<file path="src/rtl/fpd_pll_defines.vh">
`ifndef FPD_PLL_DEFINES_VH
`define FPD_PLL_DEFINES_VH

// Register offsets on the control port
`define FPD_ADDR_FRAC_LO        8'h03
`define FPD_ADDR_FRAC_MID       8'h04
`define FPD_ADDR_FRAC_HI        8'h05
`define FPD_ADDR_INT_INPUT_HALVING_SEL   8'h06
`define FPD_ADDR_POSTDIV_MODE   8'h07

// Field positions
`define FPD_INT_MSB             3
`define FPD_INT_LSB             0
`define FPD_HALVING_BIT         4
`define FPD_FRAC_HI_MSB         5
`define FPD_POSTDIV_MSB         1
`define FPD_POSTDIV_LSB         0
`define FPD_FRACTIONAL_MODE_EN_BIT          2
`define FPD_MASTER_DIV_BIT      3
`define FPD_AUX_DIV_MSB         5
`define FPD_AUX_DIV_LSB         4

// Widths
`define FPD_FRAC_W              22
`define FPD_INT_W               4
`define FPD_FACTOR_W            6

// Post-divider base factors per select code, and the aux floor
`define FPD_BASE_DIV0           6'h02
`define FPD_BASE_DIV1           6'h04
`define FPD_BASE_DIV2           6'h08
`define FPD_BASE_DIV3           6'h0c
`define FPD_MIN_DIV             6'h02

// Reset values
`define FPD_RST_FRAC_LO         8'h21
`define FPD_RST_FRAC_MID        8'hfd
`define FPD_RST_FRAC_HI         6'h36
`define FPD_RST_INT             4'h7
`define FPD_RST_HALVING         1'h0
`define FPD_RST_POSTDIV         2'h2
`define FPD_RST_FRACTIONAL_MODE_EN          1'h1
`define FPD_RST_MASTER_DIV      1'h0
`define FPD_RST_AUX_DIV         2'h1

`endif

</file>
<file path="src/rtl/fpd_pll_cfg.v">
`timescale 1ns/1ps
`include "fpd_pll_defines.vh"

module fpd_pll_cfg #(
  parameter FW = `FPD_FRAC_W,
  parameter NW = `FPD_INT_W,
  parameter DW = `FPD_FACTOR_W
) (
  // Clock (oscillator reference) and reset
  input  wire          clk,
  input  wire          reset,
  // Control port
  input  wire [7:0]    reg_addr,
  input  wire [7:0]    reg_wdata,
  input  wire          reg_wr,
  input  wire          reg_rd,
  output reg  [7:0]    reg_rdata_r,
  // Receiver side
  input  wire          rx_enabled,
  input  wire [NW-1:0] rx_int_mult,
  input  wire [FW-1:0] rx_frac_mult,
  input  wire [1:0]    rx_post_div_sel,
  // Synthesiser core
  input  wire          synth_tick,
  output reg           pll_ref_tick_r,
  output reg  [NW-1:0] applied_int_r,
  output reg  [FW-1:0] applied_frac_r,
  output reg           applied_fractional_r,
  // Divided clocks
  output reg  [DW-1:0] master_factor_r,
  output reg  [DW-1:0] aux_factor_r,
  output reg           divided_master_clock_r,
  output reg           divided_aux_clock_r,
  output reg           master_tick_r,
  output reg           aux_tick_r
);

  ////////////////////////////////////////////////////////////////////////////
  // Configuration fields

  reg [7:0]    frac_lo_r;
  reg [7:0]    frac_mid_r;
  reg [5:0]    frac_hi_r;
  reg [NW-1:0] int_mult_r;
  reg          input_halving_sel_r;
  reg [1:0]    post_div_sel_r;
  reg          fractional_mode_en_r;
  reg          master_branch_div_sel_r;
  reg [1:0]    aux_branch_div_sel_r;
  reg          halve_phase_r;

  wire [FW-1:0] user_frac = {frac_hi_r, frac_mid_r, frac_lo_r};
  wire          wr_ctl    = reg_wr && (reg_addr == `FPD_ADDR_POSTDIV_MODE);

  // Held until rewritten, defaults on reset
  always @(posedge clk)
  begin
    if (reset)
    begin
      frac_lo_r               <= `FPD_RST_FRAC_LO;
      frac_mid_r              <= `FPD_RST_FRAC_MID;
      frac_hi_r               <= `FPD_RST_FRAC_HI;
      int_mult_r              <= `FPD_RST_INT;
      input_halving_sel_r     <= `FPD_RST_HALVING;
      post_div_sel_r          <= `FPD_RST_POSTDIV;
      fractional_mode_en_r    <= `FPD_RST_FRACTIONAL_MODE_EN;
      master_branch_div_sel_r <= `FPD_RST_MASTER_DIV;
      aux_branch_div_sel_r    <= `FPD_RST_AUX_DIV;
    end
    else
    begin
      if (reg_wr && reg_addr == `FPD_ADDR_FRAC_LO)
        frac_lo_r <= reg_wdata;
      if (reg_wr && reg_addr == `FPD_ADDR_FRAC_MID)
        frac_mid_r <= reg_wdata;
      if (reg_wr && reg_addr == `FPD_ADDR_FRAC_HI)
        frac_hi_r <= reg_wdata[`FPD_FRAC_HI_MSB:0];
      if (reg_wr && reg_addr == `FPD_ADDR_INT_INPUT_HALVING_SEL)
      begin
        int_mult_r          <= reg_wdata[`FPD_INT_MSB:`FPD_INT_LSB];
        input_halving_sel_r <= reg_wdata[`FPD_HALVING_BIT];
      end
      if (wr_ctl)
      begin
        fractional_mode_en_r    <= reg_wdata[`FPD_FRACTIONAL_MODE_EN_BIT];
        master_branch_div_sel_r <= reg_wdata[`FPD_MASTER_DIV_BIT];
        aux_branch_div_sel_r    <= reg_wdata[`FPD_AUX_DIV_MSB:`FPD_AUX_DIV_LSB];
      end
      // Hardware update wins over a same-cycle software write
      if (rx_enabled)
        post_div_sel_r <= rx_post_div_sel;
      else if (wr_ctl)
        post_div_sel_r <= reg_wdata[`FPD_POSTDIV_MSB:`FPD_POSTDIV_LSB];
    end
  end

  ////////////////////////////////////////////////////////////////////////////
  // Read-back

  always @(posedge clk)
  begin
    if (reset)
      reg_rdata_r <= 8'h00;
    else if (reg_rd)
    begin
      case (reg_addr)
        `FPD_ADDR_FRAC_LO:      reg_rdata_r <= frac_lo_r;
        `FPD_ADDR_FRAC_MID:     reg_rdata_r <= frac_mid_r;
        `FPD_ADDR_FRAC_HI:      reg_rdata_r <= {2'h0, frac_hi_r};
        `FPD_ADDR_INT_INPUT_HALVING_SEL: reg_rdata_r <= {3'h0, input_halving_sel_r, int_mult_r};
        `FPD_ADDR_POSTDIV_MODE: reg_rdata_r <= {2'h0, aux_branch_div_sel_r, master_branch_div_sel_r,
                                                fractional_mode_en_r, post_div_sel_r};
        default:                reg_rdata_r <= 8'h00; // Unmapped reads zero
      endcase
    end
  end

  ////////////////////////////////////////////////////////////////////////////
  // Pre-scale: reference tick every cycle, or every second cycle

  always @(posedge clk)
  begin
    if (reset)
    begin
      halve_phase_r  <= 1'b0;
      pll_ref_tick_r <= 1'b0;
    end
    else
    begin
      halve_phase_r  <= ~halve_phase_r;
      pll_ref_tick_r <= input_halving_sel_r ? halve_phase_r : 1'b1;
    end
  end

  ////////////////////////////////////////////////////////////////////////////
  // Applied multiplier: receiver owns it while enabled

  always @(posedge clk)
  begin
    if (reset)
    begin
      applied_int_r        <= `FPD_RST_INT;
      applied_frac_r       <= {`FPD_RST_FRAC_HI, `FPD_RST_FRAC_MID, `FPD_RST_FRAC_LO};
      applied_fractional_r <= `FPD_RST_FRACTIONAL_MODE_EN;
    end
    else if (rx_enabled)
    begin
      // Receiver path always runs fractional; software must keep the bit set too
      applied_int_r        <= rx_int_mult;
      applied_frac_r       <= rx_frac_mult;
      applied_fractional_r <= 1'b1;
    end
    else
    begin
      applied_int_r        <= int_mult_r;
      applied_frac_r       <= fractional_mode_en_r ? user_frac : {FW{1'b0}};
      applied_fractional_r <= fractional_mode_en_r;
    end
  end

  ////////////////////////////////////////////////////////////////////////////
  // Post-divider factors

  // Base master factor 2, 4, 8, 12 per select code
  function [DW-1:0] master_factor;
    input [1:0] sel;
    input       dbl;
    reg   [DW-1:0] base;
    begin
      base = {DW{1'b0}};
      case (sel)
        2'h0:    base = `FPD_BASE_DIV0;
        2'h1:    base = `FPD_BASE_DIV1;
        2'h2:    base = `FPD_BASE_DIV2;
        2'h3:    base = `FPD_BASE_DIV3;
        default: base = `FPD_BASE_DIV2;
      endcase
      master_factor = dbl ? {base[DW-2:0], 1'b0} : base;
    end
  endfunction

  // Aux factor: half the master base scaled by 2^code, floor of 2
  function [DW-1:0] aux_factor;
    input [1:0] sel;
    input [1:0] code;
    reg   [DW-1:0] half;
    reg   [DW-1:0] f;
    begin
      half = master_factor(sel, 1'b0) >> 1;
      f    = half << code;
      aux_factor = (f < `FPD_MIN_DIV) ? `FPD_MIN_DIV : f;
    end
  endfunction

  always @(posedge clk)
  begin
    if (reset)
    begin
      master_factor_r <= master_factor(`FPD_RST_POSTDIV, `FPD_RST_MASTER_DIV);
      aux_factor_r    <= aux_factor(`FPD_RST_POSTDIV, `FPD_RST_AUX_DIV);
    end
    else
    begin
      master_factor_r <= master_factor(post_div_sel_r, master_branch_div_sel_r);
      aux_factor_r    <= aux_factor(post_div_sel_r, aux_branch_div_sel_r);
    end
  end

  ////////////////////////////////////////////////////////////////////////////
  // Branch dividers off the synthesised clock ticks

  wire m_pulse;
  wire m_level;
  wire a_pulse;
  wire a_level;

  fpd_tick_div #(.W(DW)) u_master_div (
    .clk     (clk),
    .reset   (reset),
    .tick_in (synth_tick),
    .factor  (master_factor_r),
    .pulse_r (m_pulse),
    .level_r (m_level)
  );

  fpd_tick_div #(.W(DW)) u_aux_div (
    .clk     (clk),
    .reset   (reset),
    .tick_in (synth_tick),
    .factor  (aux_factor_r),
    .pulse_r (a_pulse),
    .level_r (a_level)
  );

  // Re-register so top outputs come straight from local flops
  always @(posedge clk)
  begin
    if (reset)
    begin
      divided_master_clock_r <= 1'b0;
      divided_aux_clock_r    <= 1'b0;
      master_tick_r          <= 1'b0;
      aux_tick_r             <= 1'b0;
    end
    else
    begin
      divided_master_clock_r <= m_level;
      divided_aux_clock_r    <= a_level;
      master_tick_r          <= m_pulse;
      aux_tick_r             <= a_pulse;
    end
  end

endmodule // fpd_pll_cfg

</file>
<file path="src/rtl/fpd_tick_div.v">
`timescale 1ns/1ps
// Divides a tick stream by an even factor into a pulse and a square level
module fpd_tick_div #(
  parameter W = 6
) (
  // Clock and reset
  input  wire         clk,
  input  wire         reset,
  // Source ticks and divide factor
  input  wire         tick_in,
  input  wire [W-1:0] factor,
  // Divided outputs
  output reg          pulse_r,
  output reg          level_r
);

  reg  [W-1:0] cnt_r;
  wire [W-1:0] last    = factor - {{(W-1){1'b0}}, 1'b1};
  wire [W-1:0] half_m1 = {1'b0, factor[W-1:1]} - {{(W-1){1'b0}}, 1'b1};

  // Wrap on >= so a factor shrinking mid-count cannot run away
  always @(posedge clk)
  begin
    if (reset)
    begin
      cnt_r   <= {W{1'b0}};
      pulse_r <= 1'b0;
      level_r <= 1'b0;
    end
    else
    begin
      pulse_r <= 1'b0;
      if (tick_in)
      begin
        if (cnt_r >= last)
        begin
          cnt_r   <= {W{1'b0}};
          pulse_r <= 1'b1;
          level_r <= 1'b0;
        end
        else
        begin
          cnt_r <= cnt_r + {{(W-1){1'b0}}, 1'b1};
          if (cnt_r == half_m1)
            level_r <= 1'b1;
        end
      end
    end
  end

endmodule // fpd_tick_div

</file>
<file path="config.mk">
export PLATFORM = sky130hd
export DESIGN_NAME = fpd_pll_cfg
export DESIGN_NICKNAME = d
export VERILOG_FILES = /design/src/rtl/fpd_pll_cfg.v /design/src/rtl/fpd_tick_div.v
export VERILOG_INCLUDE_DIRS = /design/src /design/src/rtl
export SDC_FILE = /design/constraint.sdc
export NUM_CORES = 1
export LEC_CHECK = 0
export BUFFER_PORTS_ARGS = -buffer_cell sky130_fd_sc_hd__buf_2
export CORE_MARGIN = 2
export CORE_UTILIZATION = 51
export CTS_BUF_LIST = sky130_fd_sc_hd__clkbuf_2 sky130_fd_sc_hd__clkbuf_4 sky130_fd_sc_hd__clkbuf_8
export CTS_CLUSTER_DIAMETER = 50
export DETAILED_ROUTE_END_ITERATION = 16
export PLACE_DENSITY = 0.89
export REMOVE_ABC_BUFFERS = 1
export SLEW_MARGIN = 20
export SYNTH_ARGS = -nofsm -noshare
export SYNTH_HDL_FRONTEND = slang
export SYNTH_SLANG_ARGS = --single-unit
</file>
<file path="constraint.sdc">
create_clock -name clk -period 1.97 [get_ports clk]
set_input_delay 0.2955 -clock clk [delete_from_list [all_inputs] [get_ports clk]]
set_output_delay 0.2955 -clock clk [all_outputs]
set_load 0.01 [all_outputs]
</file>
==> results by group <==
Run status
  • Status: finished, violations left
  • Failing checks: negative setup slack

Timing
  • FMAX: approximately 490 MHz
  • Hold Vio Cnt, Final: 0
  • Setup-failing EPs final: 10
  • Slew @ Worst Pin: about 0.73 ns
  • Final Cycle Share: 105%
  • Relative slew slack: 51.4%
  • Max-slew violation count: 0
  • Final setup margin: -0.0904 ns
  • Clock skew: ~0.011 ns
  • Fin crit period: 2.06 ns
  • RSZ-0062 raised after global routing: true

Synthesis
  • Count of flip-flops with a built-in enable after synthesis: 0
  • Cell count after synthesis: roughly 500
  • Post-synthesis cell area: around 4600 sq um
  • Synth area leader: dfxtp_1
  • Unique cell type count in the Yosys netlist: 53
  • Share of the synthesized area in the top cell type: a little over two fifths
  • Part of the Yosys area used for sequential elements: ~44%
  • Post-Synth Adder-Cell Area: under 10%
  • Ys Warns: 0
  • Complex-gate fraction of the synthesized area: a little over an eighth
  • Synthesis-stage register bit count: 100
  • Ys flop type: dfxtp_1
  • Post-Synth XOR/XNOR Area: under 10%
  • Simple logic cell fraction of the synthesized area: approximately a fifth
  • Multiplexer share of the synthesized area: under 10%
  • Largest family of logic cells by synthesized area: simple AND/OR/NAND/NOR gates
  • Syn Area/Cell: between 8 and 9 sq um
  • Async S/R FF share, synth: 0%
  • Synth top area cells: dfxtp_1 (44%), mux2i_1 (7.0%), a21oi_1 (5.1%), nor2_1 (4.7%), ha_1 (4.6%)

Detailed routing
  • Post-route ant nets: 0
  • WL/cell: ~16 um
  • Via/cell ratio: 5.64
  • Initial DRC Count: 208
  • First-pass detailed-route iteration total: 5
  • Vias: about 4.2k
  • Total length of routed wires: 11700 um
  • Residual DRC count: 0

Place
  • Detail Placement HPWL: approximately 8000 um
  • Port Buffer Count: 99
  • Cell count after placement: ~710
  • GPL Wtd Cong: approximately 0.9

Power
  • PD cells: around 680 nW/um^2
  • Power after layout: approximately 4000 uW
  • Static Leak: between 0.002 and 0.003 uW
  • Maximum vdd drop: around 0.00041 V

Layout
  • Area delta synth->final: 27.3%
  • Layout Nets: around 700
  • Final Instance Count excl. Fillers: approximately 740
  • Number of diodes: 0
  • Share of cells above drive strength 1: between 30% and 40%

CTS
  • CTS max path bufs: 2
  • Clk sinks: 100
  • Hold-fix buffers, CTS: 0
  • Root buf cell: clkbuf_8
  • Worst-Skew Late Latency: 0.38 ns
  • Reg clk slew, reported paths: about 0.11 ns
  • Total CTS buffers: 9
  • CTS tree: built
  • H-Tree Depth: 3

Run
  • Max-cap violations: 0

GRT
  • Grt total ovfl: 0
  • Vias in the first global route: between 4k and 5k
  • First-pass GRT wire length: about 19000 um
  • Initial antenna violation count: 0
  • Total GRT Usage: about a quarter
  • Largest net degree at the start of global routing: between 50 and 60

Min path
  • Worst hold path cell count: 3
  • HP Start: rx_frac_mult[18]
  • Hold/Removal Path Class: input port to flop
  • Hold endpoint: applied_frac_r[18]

Setup path
  • Crit path required time: approximately 2.3 ns
  • Crit path launch type: flop
  • Worst R2R Start: aux_factor_r[2]
  • Reg-to-reg endpoint: u_aux_div.level_r
  • Critical path fanouts, max: 8
  • CP Class: flop to flop
  • Worst Setup End Kind: flop
  • Worst R2R Setup Slack: -0.09 ns
  • Critical path arrival: 2.36 ns
  • R2R depth: 9

Floorplanning
  • Die Y: slightly below 100 um
  • I/O pin cnt: around 100
  • Die area: about 9800 sq um
  • # rows: 34
  • Die W: approximately 99 um
  • Core box area: between 8000 and 9000 sq um
  • Initial Util: between 50% and 60%
-- cell usage in the layout, fill, tap and decap left out, drive strengths merged, types with 4 or more instances in the layout --
cell / n
buf: 137
dfxtp: 100
nor2: 58
nand2: 47
a21oi: 47
mux2i: 32
nor3: 26
o21ai: 17
xnor2: 17
ha: 17
inv: 16
nand4: 12
clkbuf: 10
xor2: 9
a211oi: 9
mux2: 8
nand2b: 6
a22o: 6
nor2b: 6
a22oi: 5
nor3b: 5
nor4: 4
-- area by class of cell --
cell class,count,area (sq um)
fill,696,2890
multi-input combinational,367,2650
sequential,100,2010
timing repair buffer,137,801
clock buffer,10,138
tap,108,135
clock inverter,6,53.8
inverter,13,53.8
-- flip-flops by register name, indices dropped and copies added, names as in the netlist, 2 cells and up --
| signal | cells |
|---|---|
| applied_frac_r | 22 |
| applied_int_r | 4 |
| aux_branch_div_sel_r | 2 |
| aux_factor_r | 6 |
| frac_hi_r | 6 |
| frac_lo_r | 8 |
| frac_mid_r | 8 |
| int_mult_r | 4 |
| master_factor_r | 4 |
| post_div_sel_r | 2 |
| reg_rdata_r | 8 |
| u_aux_div.cnt_r | 6 |
| u_master_div.cnt_r | 6 |
-- synth_stat cells, types with 2 or more instances --
cell type and number:
dfxtp_1 100, nor2_1 58, a21oi_1 47, nand2_1 47, mux2i_1 32, nor3_1 26
clkbuf_1 20, ha_1 17, o21ai_1 17, xnor2_1 17, nand4_1 11, a211oi_1 9
buf_2 9, inv_1 9, xor2_1 9, mux2_1 7, a22o_1 6, nand2b_1 6
nor2b_1 6, a22oi_1 5, nor3b_1 5, buf_4 4, inv_2 4, nor4_1 4
a21o_1 3, and4b_1 3, o22ai_1 3, a221oi_1 2, o211ai_1 2, or3_1 2
-- worst max path at each step --
stage               startpoint                end  cells after the start
6_report       aux_factor_r[2]  u_aux_div.level_r                      9
3_3_place_gp   aux_factor_r[1]  u_aux_div.level_r                      9
5_1_grt        aux_factor_r[1]  u_aux_div.level_r                      9
2_1_floorplan      reg_addr[3]      frac_mid_r[1]                      4
3_5_place_dp   aux_factor_r[1]  u_aux_div.level_r                      9
4_1_cts        aux_factor_r[1]  u_aux_div.level_r                      9
-- where the power goes --
part           internal [uW]  leakage (uW)  switching [uW]  total (uW)
Sequential              2070      0.000817            38.2        2110
Combinational            256       0.00172             298         554
Clock                    519      0.000101             767        1290
-- kinds of logic (layout without fill, tap and decap cells) --
logic type,after synthesis,after routing
other,1,3
muxes,40,40
and+or+nand+nor,179,179
DFF,100,100
AOI/OAI and AO/OA,102,102
xor gates and xnor gates,26,26
adders and majority gates,17,17
buffers and inverters,48,166
-- per-layer routing --
metal	vias to the layer above	share of wire, %	GRT usage, %
met3	25	7.0	5.46
met1	1973	41	30.3
met5	-	0	0
li1	2028	-	-
met4	0	2.0	7.69
met2	152	50	40.0
-- worst max-delay path, cell delays in order, from the launching register on --
cell and delay (ns):
dfxtp_2 0.35, inv_4 0.08, ha_4 0.13, a21boi_4 0.21, xnor2_2 0.12, ha_1 0.25, a211o_1 0.28, a21oi_2 0.17
o21ai_4 0.13, a221oi_2 0.27
-- timing repair --
action / CTS / global route
resized for setup: 32 / 27
pin swaps: 17 / 28
endpoints found under the setup margin: 15 / 16
buffers inserted: 4 / 7
-- per-stage QoR --
step | setup TNS (ns) | util (%) | area [sq um] | hold WS, ns | setup slack (ns)
floorplan | -8.08 | - | 4430 | 0.365 | -0.879
global placement | -0.946 | 60.5 | 5280 | 0.394 | -0.157
detailed placement | -2.51 | 60.5 | 5280 | 0.400 | -0.321
CTS | -0.705 | 64.6 | 5630 | 0.111 | -0.113
global route | -1.83 | 66.9 | 5840 | 0.116 | -0.223
finish | -0.512 | 66.9 | 5840 | 0.120 | -0.0904
(Power assumes the default switching activity.)
